$ cat config.mk
export PLATFORM = sky130hd
export DESIGN_NAME = envs_top
export DESIGN_NICKNAME = d
export VERILOG_FILES = /design/src/hw/envs_pkg.sv /design/src/hw/envs_mem.sv /design/src/hw/envs_top.sv
export SDC_FILE = /design/constraint.sdc
export NUM_CORES = 1
export LEC_CHECK = 0
export BUFFER_PORTS_ARGS = -buffer_cell sky130_fd_sc_hd__clkbuf_2
export CAP_MARGIN = 20
export CORE_UTILIZATION = 40
export CTS_CLUSTER_SIZE = 28
export DETAILED_ROUTE_END_ITERATION = 16
export PLACE_DENSITY_LB_ADDON = 0.15
export SYNTH_ARGS = -nofsm -noshare
export SYNTH_HDL_FRONTEND = slang
export SYNTH_HIERARCHICAL = 1
export SYNTH_SLANG_ARGS = --single-unit
$ cat constraint.sdc
create_clock -name core_clk_i -period 6.97 [get_ports core_clk_i]
set_clock_uncertainty 0.1 [all_clocks]
set_input_delay 0.697 -clock core_clk_i [delete_from_list [all_inputs] [get_ports core_clk_i]]
set_output_delay 0.697 -clock core_clk_i [all_outputs]
set_load 0.005 [all_outputs]
$ cat src/hw/envs_pkg.sv
// Constants for the emulated non-volatile word store
package envs_pkg;
	localparam int unsigned CLK_MHZ       = 125;
	localparam logic [1:0]  OFS_ADDRESS   = 2'h0;
	localparam logic [1:0]  OFS_DATA_LOW  = 2'h1;
	localparam logic [1:0]  OFS_DATA_HIGH = 2'h2;
	localparam logic [1:0]  OFS_CONTROL   = 2'h3;
	localparam int unsigned WORDS         = 32;
	localparam int unsigned WORD_W        = 14;
	localparam int unsigned ADDR_W        = 5;
	localparam int unsigned PAGE_WORDS    = 16;
	localparam logic [7:0]  RST_REG       = 8'h00;
	localparam int unsigned BIT_RD_START  = 0;
	localparam int unsigned BIT_RD_EN     = 1;
	localparam int unsigned BIT_WR_START  = 2;
	localparam int unsigned BIT_WR_EN     = 3;
	localparam int unsigned BIT_ER_START  = 4;
	localparam int unsigned BIT_ER_EN     = 5;
	localparam int unsigned BIT_TSEL_LO   = 6;
	localparam int unsigned PROG_MS_BASE  = 2;
	localparam int unsigned PROG_CYC_BASE = PROG_MS_BASE * 1000 * CLK_MHZ;
	localparam int unsigned READ_CYCLES   = 2;
	localparam int unsigned CNT_W         = 22;
	typedef enum logic [1:0] {
		ENVS_IDLE, ENVS_ERASE, ENVS_WRITE, ENVS_READ
	} envs_state_type;
endpackage : envs_pkg

$ cat src/hw/envs_mem.sv
// Word memory with page clear and registered read data
`timescale 1ns/10ps
module envs_mem (
	input  wire logic                          core_clk_i,
	input  wire logic                          ce_i,
	input  wire logic                          we_i,
	input  wire logic                          clr_i,
	input  wire logic                          page_i,
	input  wire logic [envs_pkg::ADDR_W-1:0]   addr_i,
	input  wire logic [envs_pkg::WORD_W-1:0]   wdata_i,
	output logic      [envs_pkg::WORD_W-1:0]   rdata_o
);
	import envs_pkg::*;
	logic [WORD_W-1:0] mem_r [WORDS];

	genvar g;
	generate
		for (g = 0; g < WORDS; g++) begin : g_word
			always_ff @(posedge core_clk_i) begin
				if (ce_i) begin
					if (clr_i && (g / PAGE_WORDS == int'(page_i)))
						mem_r[g] <= '0;
					else if (we_i && addr_i == ADDR_W'(g))
						mem_r[g] <= wdata_i;
				end
			end
		end
	endgenerate

	always_ff @(posedge core_clk_i) begin
		if (ce_i)
			rdata_o <= mem_r[addr_i];
	end
endmodule : envs_mem

$ cat src/hw/envs_top.sv
// Emulated non-volatile word store controller with register port
`timescale 1ns/10ps
module envs_top #(
	parameter int unsigned PROG_CYCLES = envs_pkg::PROG_CYC_BASE
) (
	input  wire logic                core_clk_i,
	input  wire logic                rst_n_i,
	input  wire logic                ce_i,
	input  wire logic [1:0]          reg_addr_i,
	input  wire logic [7:0]          reg_wdata_i,
	input  wire logic                reg_wr_i,
	input  wire logic                reg_rd_i,
	output logic      [7:0]          reg_rdata_o,
	output logic                     cpu_stall_o
);
	import envs_pkg::*;

	logic [ADDR_W-1:0]  addr_r;
	logic [7:0]         data_lo_r;
	logic [5:0]         data_hi_r;
	logic [1:0]         tsel_r;
	logic               er_en_r, er_st_r, wr_en_r, wr_st_r;
	logic               rd_en_r, rd_st_r;
	logic               en_wr_last_r;
	envs_state_type     state_r;
	logic [CNT_W-1:0]   cnt_r;
	logic [CNT_W-1:0]   cnt_load;
	logic [WORD_W-1:0]  mem_rdata;
	logic               ctl_wr, go_erase, go_write, go_read, done;
	logic               mem_we, mem_clr, rd_capture_r;

	assign ctl_wr = reg_wr_i && reg_addr_i == OFS_CONTROL;
	assign go_erase = ctl_wr && state_r == ENVS_IDLE && en_wr_last_r
		&& er_en_r && reg_wdata_i[BIT_ER_START];
	assign go_write = ctl_wr && state_r == ENVS_IDLE && en_wr_last_r
		&& wr_en_r && reg_wdata_i[BIT_WR_START] && !go_erase;
	assign go_read = ctl_wr && state_r == ENVS_IDLE && rd_en_r
		&& reg_wdata_i[BIT_RD_START] && !go_erase && !go_write;
	assign done = state_r != ENVS_IDLE && cnt_r == '0;
	assign cnt_load = CNT_W'((PROG_CYCLES << tsel_r) - 1);
	assign mem_we  = ce_i && done && state_r == ENVS_WRITE;
	assign mem_clr = ce_i && done && state_r == ENVS_ERASE;

	// Enable-set tracking: erase or write may start only on the very next register access, reads included
	always_ff @(posedge core_clk_i) begin
		if (!rst_n_i)
			en_wr_last_r <= 1'b0;
		else if (ce_i && (reg_wr_i || reg_rd_i))
			en_wr_last_r <= ctl_wr && (
				(reg_wdata_i[BIT_ER_EN] && !er_en_r) ||
				(reg_wdata_i[BIT_WR_EN] && !wr_en_r));
	end

	always_ff @(posedge core_clk_i) begin
		if (!rst_n_i)
			addr_r <= '0;
		else if (ce_i && reg_wr_i && reg_addr_i == OFS_ADDRESS)
			addr_r <= reg_wdata_i[ADDR_W-1:0];
	end

	always_ff @(posedge core_clk_i) begin
		if (!rst_n_i) begin
			data_lo_r <= RST_REG;
			data_hi_r <= '0;
		end else if (ce_i) begin
			if (rd_capture_r) begin
				data_lo_r <= mem_rdata[7:0];
				data_hi_r <= mem_rdata[13:8];
			end else if (reg_wr_i && reg_addr_i == OFS_DATA_LOW)
				data_lo_r <= reg_wdata_i;
			else if (reg_wr_i && reg_addr_i == OFS_DATA_HIGH)
				data_hi_r <= reg_wdata_i[5:0];
		end
	end

	// Control register; hardware clears win over software writes
	always_ff @(posedge core_clk_i) begin
		if (!rst_n_i) begin
			tsel_r  <= '0;
			er_en_r <= 1'b0;
			er_st_r <= 1'b0;
			wr_en_r <= 1'b0;
			wr_st_r <= 1'b0;
			rd_en_r <= 1'b0;
			rd_st_r <= 1'b0;
		end else if (ce_i) begin
			if (ctl_wr && state_r == ENVS_IDLE) begin
				tsel_r  <= reg_wdata_i[BIT_TSEL_LO +: 2];
				er_en_r <= reg_wdata_i[BIT_ER_EN];
				wr_en_r <= reg_wdata_i[BIT_WR_EN];
				rd_en_r <= reg_wdata_i[BIT_RD_EN];
				er_st_r <= go_erase;
				wr_st_r <= go_write;
				rd_st_r <= go_read;
			end
			if (done) begin
				case (state_r)
					ENVS_ERASE: begin
						er_en_r <= 1'b0;
						er_st_r <= 1'b0;
					end
					ENVS_WRITE: begin
						wr_en_r <= 1'b0;
						wr_st_r <= 1'b0;
					end
					ENVS_READ: rd_st_r <= 1'b0;
					default: ;
				endcase
			end
		end
	end

	always_ff @(posedge core_clk_i) begin
		if (!rst_n_i) begin
			state_r      <= ENVS_IDLE;
			cnt_r        <= '0;
			cpu_stall_o  <= 1'b0;
			rd_capture_r <= 1'b0;
		end else if (ce_i) begin
			rd_capture_r <= done && state_r == ENVS_READ;
			case (state_r)
				ENVS_IDLE: begin
					if (go_erase || go_write) begin
						state_r     <= go_erase ? ENVS_ERASE : ENVS_WRITE;
						cnt_r       <= cnt_load;
						cpu_stall_o <= 1'b1;
					end else if (go_read) begin
						state_r     <= ENVS_READ;
						cnt_r       <= CNT_W'(READ_CYCLES - 1);
						cpu_stall_o <= 1'b1;
					end
				end
				ENVS_ERASE, ENVS_WRITE, ENVS_READ: begin
					if (cnt_r == '0) begin
						state_r     <= ENVS_IDLE;
						cpu_stall_o <= 1'b0;
					end else
						cnt_r <= cnt_r - 1'b1;
				end
				default: state_r <= ENVS_IDLE;
			endcase
		end
	end

	envs_mem u_mem (
		.core_clk_i (core_clk_i),
		.ce_i       (ce_i),
		.we_i       (mem_we),
		.clr_i      (mem_clr),
		.page_i     (addr_r[ADDR_W-1]),
		.addr_i     (addr_r),
		.wdata_i    ({data_hi_r, data_lo_r}),
		.rdata_o    (mem_rdata)
	);

	always_ff @(posedge core_clk_i) begin
		if (!rst_n_i)
			reg_rdata_o <= RST_REG;
		else if (ce_i) begin
			case (reg_addr_i)
				OFS_ADDRESS:   reg_rdata_o <= {3'h0, addr_r};
				OFS_DATA_LOW:  reg_rdata_o <= data_lo_r;
				OFS_DATA_HIGH: reg_rdata_o <= {2'h0, data_hi_r};
				OFS_CONTROL:   reg_rdata_o <= {tsel_r, er_en_r, er_st_r,
					wr_en_r, wr_st_r, rd_en_r, rd_st_r};
				default:       reg_rdata_o <= RST_REG;
			endcase
		end
	end

	property p_stall_busy;
		@(posedge core_clk_i) disable iff (!rst_n_i)
		(state_r != ENVS_IDLE) |-> cpu_stall_o;
	endproperty
	a_stall_busy: assert property (p_stall_busy)
		else $error("stall low while busy");

	property p_er_clear;
		@(posedge core_clk_i) disable iff (!rst_n_i)
		(ce_i && done && state_r == ENVS_ERASE) |=> !er_en_r && !er_st_r;
	endproperty
	a_er_clear: assert property (p_er_clear)
		else $error("erase bits not cleared");

	property p_wr_clear;
		@(posedge core_clk_i) disable iff (!rst_n_i)
		(ce_i && done && state_r == ENVS_WRITE) |=> !wr_en_r && !wr_st_r;
	endproperty
	a_wr_clear: assert property (p_wr_clear)
		else $error("write bits not cleared");

	property p_rd_keep;
		@(posedge core_clk_i) disable iff (!rst_n_i)
		(ce_i && done && state_r == ENVS_READ) |=> rd_en_r && !rd_st_r;
	endproperty
	a_rd_keep: assert property (p_rd_keep)
		else $error("read enable lost");

	property p_er_gate;
		@(posedge core_clk_i) disable iff (!rst_n_i)
		$rose(er_st_r) |-> $past(er_en_r);
	endproperty
	a_er_gate: assert property (p_er_gate)
		else $error("erase started without enable");

	property p_wr_gate;
		@(posedge core_clk_i) disable iff (!rst_n_i)
		$rose(wr_st_r) |-> $past(wr_en_r);
	endproperty
	a_wr_gate: assert property (p_wr_gate)
		else $error("write started without enable");

	property p_rd_gate;
		@(posedge core_clk_i) disable iff (!rst_n_i)
		$rose(rd_st_r) |-> $past(rd_en_r);
	endproperty
	a_rd_gate: assert property (p_rd_gate)
		else $error("read started without enable");

	property p_read_len;
		@(posedge core_clk_i) disable iff (!rst_n_i || !ce_i)
		(go_read && ce_i) |=> cpu_stall_o [*2] ##1 !cpu_stall_o;
	endproperty
	a_read_len: assert property (p_read_len)
		else $error("read stall length wrong");

	property p_hi_zero;
		@(posedge core_clk_i) disable iff (!rst_n_i)
		($past(reg_rd_i && ce_i && reg_addr_i == OFS_DATA_HIGH))
			|-> reg_rdata_o[7:6] == 2'h0;
	endproperty
	a_hi_zero: assert property (p_hi_zero)
		else $error("high data top bits nonzero");

	// stall length counted apart from the sequencer
	logic [CNT_W:0] stall_len_r;
	always_ff @(posedge core_clk_i) begin
		if (!rst_n_i)
			stall_len_r <= '0;
		else if (ce_i)
			stall_len_r <= cpu_stall_o ? stall_len_r + 1'b1 : '0;
	end

	property p_prog_len;
		@(posedge core_clk_i) disable iff (!rst_n_i)
		(ce_i && done && (state_r == ENVS_ERASE || state_r == ENVS_WRITE))
			|-> (32'(stall_len_r) + 32'h1) == (PROG_CYCLES << tsel_r);
	endproperty
	a_prog_len: assert property (p_prog_len)
		else $error("program stall length wrong");

	// no erase or write start unless the previous register access set an erase or write enable
	property p_gap_cancel;
		@(posedge core_clk_i) disable iff (!rst_n_i)
		(ce_i && ctl_wr && state_r == ENVS_IDLE && !en_wr_last_r)
			|=> !er_st_r && !wr_st_r;
	endproperty
	a_gap_cancel: assert property (p_gap_cancel)
		else $error("start accepted without enable just before");

	c_erase: cover property (@(posedge core_clk_i) go_erase);
	c_write: cover property (@(posedge core_clk_i) go_write);
	c_read:  cover property (@(posedge core_clk_i) go_read);
	c_done:  cover property (@(posedge core_clk_i) done);
endmodule : envs_top

==> results of run 1 <==
registers in the layout (all words and copies together), names as in the netlist:
register       cells
er_st_r            1
rd_st_r            1
rd_en_r            1
tsel_r             2
er_en_r            1
en_wr_last_r       1
data_lo_r          8
cnt_r             22
data_hi_r          6
state_r            2
reg_rdata_o        8
u_mem/rdata_o     14
cpu_stall_o        1
wr_st_r            1
wr_en_r            1
addr_r             5
rd_capture_r       1
u_mem/mem_r      448
power by group:
group	internal (mW)	switching (mW)
Clock	1.69	1.29
Combinational	0.0458	0.111
Sequential	3.38	0.0189
Total	5.12	1.42
critical path, delay by kind of cell (launching register included):
| kind | cells | cell delay [ns] |
|---|---|---|
| compound gates | 1 | 0.63 |
| simple gates | 6 | 3.11 |
| flops | 1 | 0.35 |
placed cells by master (no fill, tap or decap), types with 20 or more instances in the layout:
cell and count:
nand2_1 58, mux4_2 82, o21ai_0 25, edfxtp_1 462, nor2b_1 20, clkbuf_2 23, buf_4 44, nor2_1 50
dfxtp_1 59, clkinv_1 21, o221ai_1 27, and2_1 454, clkbuf_16 59, a21oi_1 51, mux2i_1 88
cells by family after synthesis:
kind of cell | synth area share, %
buffers and inverters | 3.53
muxes | 11.0
AOI/OAI and AO/OA | 7.06
and+or+nand+nor | 16.8
xor gates and xnor gates | 0.141
DFF | 60.9
adders and majority gates | 0.555
per-stage QoR:
step                instance area, um2  hold slack [ns]  worst slack, ns
floorplan                        24800            0.349             3.02
global placement                 25400            0.369             2.58
detailed placement               25400            0.372             2.40
CTS                              27300            0.269             2.44
global route                     27300            0.290             2.14
finish                           27300            0.302             2.40
how the worst max path moves through the flow:
stage / end / depth (start not counted) / slack [ns]
final: u_mem/mem_r[24][8]$_SDFFCE_PN0P_ / 7 / 2.40
after global placement: u_mem/mem_r[5][13]$_SDFFCE_PN0P_ / 7 / 2.58
after CTS: u_mem/mem_r[19][2]$_SDFFCE_PN0P_ / 7 / 2.44
after detailed placement: u_mem/mem_r[19][7]$_SDFFCE_PN0P_ / 7 / 2.40
after floorplan: u_mem/mem_r[13][0]$_SDFFCE_PN0P_ / 8 / 3.02
after global routing: u_mem/mem_r[19][2]$_SDFFCE_PN0P_ / 7 / 2.14
layout make-up:
class | instances | share of cell area [%]
diodes | 2 | 0.0183
clock buffers | 67 | 5.52
clock inverters | 42 | 1.22
inverters | 15 | 0.206
multi-input cells | 1120 | 32.4
flip-flops and latches | 524 | 55.4
well taps | 782 | 3.59
repair buffers | 68 | 1.67
metal layers:
metal  global-route usage, %  part of all wire (%)  vias to the layer above
met1                    30.9                    44                     7714
met4                    6.76                   2.7                        0
met2                    36.0                    48                      478
met5                       0                     0                        -
li1                        -                     -                     6650
met3                    2.88                   5.2                      115
==> results.cfg, run 1 <==
[outcome]
status = completed

[die]
die_h_um = 251
core_um2 = 60800
row_count = 90
die_w_um = 251
boundaryPins = 24
die_area_um2 = 63000
start_util_pct = 40.8

[hold_path]
min_from = reg_wdata_i[7]
worstHoldEndpoint = tsel_r[1]$_SDFFE_PN0P_
holdPathStages = 3
hp-class = input port to flop

[global_routing]
grt_use_total_pct = 22.1
antenna_found_initial = 3
grt_pass1_vias = 14700
grt_pass1_wl_mm = 101
grt_start_max_net_pins = 70
grt-ovfl-total = 0

[yosys]
synth_largest_area_cell = edfxtp_1
mappedNetlistArea_um2 = 24800
synth_top_area_share_pct = 55.9
synth_area_leaders = edfxtp_1, and2_1, mux4_2
synth_ff_type = edfxtp_1
synth-async-reset-ratio_pct = 0
synth_seq_area_share_pct = 60.9
synth.most_common_cell = edfxtp_1
syn_avg_cell_area_um2 = 13.6
ys_warn_count = 6
syn_nets = 1847
ys_ff_latch = 524
syn_inst = 1821
yosysUniqueCellTypes = 71
synth_edf_count = 462
synth_common_cells = edfxtp_1, and2_1, mux2i_1

[detailed_routing]
drt_pass1_iterations = 8
drtAntennaViolNets = 0
drt_iter0_markers = 1334
vias = 15000
drt_wl_total_mm = 69.5
drc = 0
vias_per_cell = 5.71
wl_per_cell_um = 26.5

[clock_tree]
clock_tree.root_cell = clkbuf_16
post_cts_resized = 0
cts-buffers-inserted = 58
cts_htree_levels = 2
clk_path_buf_depth = 3
postCtsHoldBufs = 0
cts_sinks = 524
clkTransAtPathRegs_ns = 0.06
cts_tree = built
cts_setup_buffers = 0
clkLatencyLatePin_ns = 0.65

[worst_setup_path]
worst_path_largest_cell_delay_ns = 0.74
r2r_slack_ns = 2.40
rr_startpoint = cnt_r[2]$_SDFFE_PN0P_
cp-end-kind = flop
worstReg2RegEnd = u_mem/mem_r[24][8]$_SDFFCE_PN0P_
crit_required_ns = 7.11
path_class = flop to flop
cp-startpoint = cnt_r[2]$_SDFFE_PN0P_
cp.arrival_ns = 4.71
reg2regPathDepth = 7
crit_path_top_delay_cell = nor3_2
startpoint_type = flop
cp_cell_sequence = or4_4 -> nor2_1 -> nand4_1 -> nor3b_1 -> nand4_4 -> nor3_2 -> a31o_1
path_max_fanout = 16

[timing]
slew_headroom_pct = 25.9
rsz0062_at_grt = false
worstMarginPinSlew_ns = 1.11
fmax_mhz = 219
setup_tns_ns = 0
finalMaxSlewViolations = 0
min_period_ns = 4.57
period_share_pct = 65.6
hold_violations = 0
finalSetupViolCount = 0

[power_and_ir_drop]
p_per_area_nw_per_um2 = 239
p_leak_nw = 8.00
peakVddDrop_mv = 0.212
total_power_mw = 6.53

[placed_design]
placed_cells = 2508
io_buffer_count = 23
place.gp.congestion = 0.851
dp_hpwl_mm = 44.7

[final_layout]
regArea_um2 = 15100
multiInputGateArea_um2 = 8830
stdcell_count = 2620
nFillCells = 5459
final_nets = 1813
area_growth_pct = 9.97
drive_above_1_share_pct = 15.3
final_util_pct = 44.9

[flow_run]
max-cap-violations = 0
No activity file was read; power rests on OpenSTA's default activity.
==> inputs of run 2 (changes only) <==
clock period = 3.7 ns   (was 6.97 ns; I/O delays follow)
==> results.cfg, run 2 (synthesis gave the netlist of run 1 again) <==
[placed_design]
placed_cells = 2577
io_buffer_count = 23
place.gp.congestion = 0.894
dp_hpwl_mm = 46.1

[timing]
finalSetupViolCount = 0
period_share_pct = 98.6
worstMarginPinSlew_ns = 0.998
fmax_mhz = 274
slew_headroom_pct = 33.4
setup_tns_ns = 0
finalMaxSlewViolations = 0
hold_violations = 0
min_period_ns = 3.65
rsz0062_at_grt = true

[clock_tree]
clock_tree.root_cell = clkbuf_16
clk_path_buf_depth = 3
cts_htree_levels = 2
cts-buffers-inserted = 57
cts_sinks = 524
cts_setup_buffers = 0
cts_tree = built
clkTransAtPathRegs_ns = 0.06
clkLatencyLatePin_ns = 0.63

[worst_setup_path]
cp_cell_sequence = inv_1 -> ha_1 -> or3b_2 -> nor2_1 -> nand4_1 -> nor3b_1 -> buf_4 -> and3b_2 -> nand3b_1 -> nor2_1 -> and2_1
crit_required_ns = 4.07
startpoint_type = flop
crit_top_cell = nor2_1
cp-end-kind = flop
worst_path_largest_cell_delay_ns = 0.76
crit_buf_inv = 2
cp.arrival_ns = 4.02
critPathTopFamily = simple AND/OR/NAND/NOR gates
crit_path_top_delay_cell = nor2_1
path_class = flop to flop
path_max_fanout = 14

[final_layout]
final_util_pct = 45.8
final_cell_mix = edfxtp_1, and2_1, buf_4
final_common_cell = edfxtp_1
area_growth_pct = 12.1
reg_top3 = u_mem/mem_r (448), cnt_r (22), u_mem/rdata_o (14)
regMostFlops = u_mem/mem_r
largest_reg_flops = 448
nFillCells = 5422
stdcell_count = 2689
final_nets = 1888
drive_above_1_share_pct = 18.3

[die]
core_um2 = 60800
row_count = 90
boundaryPins = 24
start_util_pct = 40.8
die_w_um = 251
die_h_um = 251
die_area_um2 = 63000

[power_and_ir_drop]
internal_power_mw = 9.35
p_switching_mw = 2.62
clock_power_share_pct = 44.0
total_power_mw = 12.0
p_seq_share_pct = 53.4
p_leak_nw = 8.33
p_per_area_nw_per_um2 = 430
netSwitchingFraction_pct = 21.9
combPwrFrac_pct = 2.6
peakVddDrop_mv = 0.365

[detailed_routing]
drc = 0
vias = 15000
drt_pass1_iterations = 5
vias_per_cell = 5.56
wl_per_cell_um = 26.3
drt_wl_total_mm = 70.6
drtAntennaViolNets = 0
drt_iter0_markers = 1217

[global_routing]
grt_pass1_wl_mm = 103
grt_use_total_pct = 22.6
antenna_found_initial = 2
grt_util_met1_pct = 31.5
met3_usage_pct = 3.49
grt-ovfl-total = 0
met2_usage_pct = 36.3
grt_start_max_net_pins = 49
grt_pass1_vias = 14700
grt-busiest-layer = met2

[hold_path]
hp-class = input port to flop

[flow_run]
max-cap-violations = 0

[outcome]
status = completed
-- run 2: per-stage QoR --
| step | area (um2) | worst slack [ns] | hold slack (ns) |
|---|---|---|---|
| 3_5_place_dp | 26000 | 0.0691 | 0.380 |
| 4_1_cts | 27800 | 0.00837 | 0.0246 |
| 5_1_grt | 27800 | -0.202 | 0.0602 |
| 2_1_floorplan | 24800 | -0.245 | 0.349 |
| 6_report | 27800 | 0.0524 | 0.0567 |
| 3_3_place_gp | 26000 | 0.0869 | 0.369 |
-- run 2: worst paths after layout --
| path | from | endpoint | slack (ns) | cells past startpoint |
|---|---|---|---|---|
| max | cnt_r[0]$_SDFFE_PN0P_ | u_mem/mem_r[9][4]$_SDFFCE_PN0P_ | 0.05 | 11 |
| min | reg_wdata_i[2] | addr_r[2]$_SDFFE_PN0P_ | 0.06 | 3 |
| max reg2reg | cnt_r[0]$_SDFFE_PN0P_ | u_mem/mem_r[9][4]$_SDFFCE_PN0P_ | 0.05 | 11 |
| min reg2reg | rd_en_r$_SDFFE_PN0P_ | rd_en_r$_SDFFE_PN0P_ | 0.38 | 2 |
-- run 2: cell type report --
cell class / count / area (um2) / share of cell area (%)
sequential: 524 / 15100 / 54.4
clock buffer: 68 / 1470 / 5.27
antenna: 2 / 5.00 / 0.0180
timing repair buffer: 144 / 1130 / 4.06
tap: 782 / 978 / 3.52
multi-input combinational: 1120 / 8840 / 31.8
clock inverter: 34 / 225 / 0.809
inverter: 15 / 56.3 / 0.202
-- run 2: per-layer routing --
metal / routed length [um] / share of wire (%)
met1: 31200 / 44
met2: 33700 / 48
met3: 3680 / 5.2
met4: 2050 / 2.9
met5: 10 / 0.014
-- run 2: timing repair --
item	4_1_cts	5_1_grt
endpoints found under the hold margin	8	0
setup endpoints to repair	0	154
hold buffers	7	0
gates resized for setup	0	7
-- run 2: tightest hold or removal path: stages --
cell and delay, ns:
clkbuf_2 0.12, mux2i_1 0.16, nor2b_1 0.08
-- run 2: power groups by stage --
| stage | clock [mW] | sequential (mW) | combinational (mW) |
|---|---|---|---|
| 2_1_floorplan | 0 | 6.50 | 0.179 |
| 3_3_place_gp | 0 | 6.53 | 0.301 |
| 3_5_place_dp | 0 | 6.52 | 0.301 |
| 4_1_cts | 5.38 | 6.40 | 0.307 |
| 5_1_grt | 5.59 | 6.40 | 0.325 |
| 6_report | 5.27 | 6.40 | 0.309 |
==> inputs of run 3 (changes only) <==
CTS_BUF_LIST = sky130_fd_sc_hd__clkbuf_8   (was unset)
PLACE_DENSITY = 0.68   (was unset)
PLACE_DENSITY_LB_ADDON = unset   (was 0.15)
SKIP_LAST_GASP = 1   (was unset)
==> results.cfg, run 3 (synthesis gave the netlist of run 1 again) <==
[worst_setup_path]
rr_startpoint = cnt_r[2]$_SDFFE_PN0P_
r2r_slack_ns = 0.16
path_max_fanout = 19
crit_required_ns = 4.00
worstReg2RegEnd = u_mem/mem_r[5][3]$_SDFFCE_PN0P_
startpoint_type = flop
cp-end-kind = flop
cp.arrival_ns = 3.84
path_class = flop to flop
reg2regPathDepth = 11

[die]
start_util_pct = 40.8
boundaryPins = 24
row_count = 90
core_um2 = 60800
die_area_um2 = 63000
die_h_um = 251
die_w_um = 251

[final_layout]
largest_reg_flops = 448
regArea_um2 = 15100
reg_top3 = u_mem/mem_r (448), cnt_r (22), u_mem/rdata_o (14)
nFillCells = 5338
drive_above_1_share_pct = 18.4
regMostFlops = u_mem/mem_r
area_growth_pct = 10.9
stdcell_count = 2722
final_nets = 1894
final_common_cell = edfxtp_1
final_cell_mix = edfxtp_1, and2_1, clkbuf_8
final_util_pct = 45.2
multiInputGateArea_um2 = 8840

[timing]
fmax_mhz = 282
worstMarginPinSlew_ns = 1.01
finalSetupViolCount = 0
period_share_pct = 95.8
slew_headroom_pct = 32.7
min_period_ns = 3.54
hold_violations = 0
rsz0062_at_grt = false
finalMaxSlewViolations = 0

[hold_path]
worstHoldEndpoint = en_wr_last_r$_SDFFE_PN0P_
holdPathStages = 5
min_from = reg_rd_i
hp-class = input port to flop

[detailed_routing]
drt_wl_total_mm = 63.8
drt_iter0_markers = 1514
drt_pass1_iterations = 5
drtAntennaViolNets = 0
vias = 15300
wl_per_cell_um = 23.4
vias_per_cell = 5.63
drc = 0

[clock_tree]
cts_setup_buffers = 0
cts_htree_levels = 3
cts_tree = built
clock_tree.root_cell = clkbuf_8
clk_path_buf_depth = 3
clkTransAtPathRegs_ns = 0.06
cts_sinks = 524
clkLatencyLatePin_ns = 0.68
cts-buffers-inserted = 87

[placed_design]
place.gp.congestion = 0.876
placed_cells = 2551
io_buffer_count = 23
dp_hpwl_mm = 40.5

[power_and_ir_drop]
p_leak_nw = 8.33
p_seq_share_pct = 55.9
p_per_area_nw_per_um2 = 416
combPwrFrac_pct = 2.6
clock_power_share_pct = 41.6
netSwitchingFraction_pct = 22.5
peakVddDrop_mv = 0.213
internal_power_mw = 8.86
p_switching_mw = 2.58

[flow_run]
max-cap-violations = 0

[global_routing]
grt_pass1_wl_mm = 96.4
antenna_found_initial = 1
grt_pass1_vias = 15000
grt-ovfl-total = 0
grt_use_total_pct = 20.4
grt_start_max_net_pins = 57

[outcome]
status = completed
run 3: cell count changes in the layout (fill, tap and decap cells not counted), moves of 5 or more:
cell and change:
inv_1 +31, clkbuf_16 -57, clkbuf_8 +93, clkbuf_1 -11, buf_12 -5, buf_4 -21
run 3: layer usage:
metal / share of wire (%) / track usage (%) / wire [um] / vias up
met4: 2.1 / 6.38 / 1370 / 0
li1: - / - / - / 6827
met1: 42 / 27.7 / 26500 / 7775
met2: 49 / 33.3 / 31000 / 642
met3: 7.7 / 3.46 / 4880 / 91
met5: 0 / 0 / 0 / -
run 3: worst max path at each step:
stage / startpoint / endpoint / cells after the start
2_1_floorplan: cnt_r[2]$_SDFFE_PN0P_ / u_mem/mem_r[13][0]$_SDFFCE_PN0P_ / 8
3_3_place_gp: cnt_r[2]$_SDFFE_PN0P_ / u_mem/mem_r[9][2]$_SDFFCE_PN0P_ / 10
3_5_place_dp: cnt_r[2]$_SDFFE_PN0P_ / u_mem/mem_r[26][7]$_SDFFCE_PN0P_ / 8
4_1_cts: cnt_r[2]$_SDFFE_PN0P_ / u_mem/mem_r[26][1]$_SDFFCE_PN0P_ / 8
5_1_grt: cnt_r[12]$_SDFFE_PN0P_ / u_mem/mem_r[5][3]$_SDFFCE_PN0P_ / 10
6_report: cnt_r[2]$_SDFFE_PN0P_ / u_mem/mem_r[5][3]$_SDFFCE_PN0P_ / 11
run 3: power groups by stage:
stage | clock network (mW) | registers (mW) | logic, mW
after floorplan | 0 | 6.50 | 0.179
after global placement | 0 | 6.52 | 0.272
after detailed placement | 0 | 6.52 | 0.275
after CTS | 4.85 | 6.40 | 0.282
after global routing | 5.10 | 6.39 | 0.309
final | 4.76 | 6.39 | 0.292
run 3: area by class of cell:
type	count	share of cell area, %
clock buffer	93	4.65
multi-input combinational	1120	32.1
clock inverter	66	1.15
timing repair buffer	120	3.30
inverter	15	0.205
tap	782	3.56
antenna	2	0.0182
sequential	524	55.0
run 3: what timing repair did:
action	4_1_cts	5_1_grt
hold endpoints to repair	11	0
hold buffers	8	0
endpoints found under the setup margin	0	36
gates resized for setup	0	3
run 3: per-stage QoR:
step | power (mW) | setup slack (ns) | instance area, um2 | hold WS (ns) | setup TNS [ns]
2_1_floorplan | 6.68 | -0.245 | 24800 | 0.349 | -20.47
3_3_place_gp | 6.79 | 0.171 | 25800 | 0.374 | 0
3_5_place_dp | 6.80 | 0.132 | 25800 | 0.388 | 0
4_1_cts | 11.5 | 0.124 | 27500 | 0.0415 | 0
5_1_grt | 11.8 | 0.0241 | 27500 | 0.0930 | 0
6_report | 11.4 | 0.157 | 27500 | 0.0967 | 0
run 3: critical path: stages, from the launching register on:
cell      delay, ns
dfxtp_1        0.35
or4_4          0.60
nor2_1         0.24
nand4_1        0.22
buf_4          0.21
nor3b_2        0.19
buf_4          0.31
nand2b_1       0.24
nand3b_1       0.15
buf_4          0.18
nor2_1         0.20
and2_1         0.27
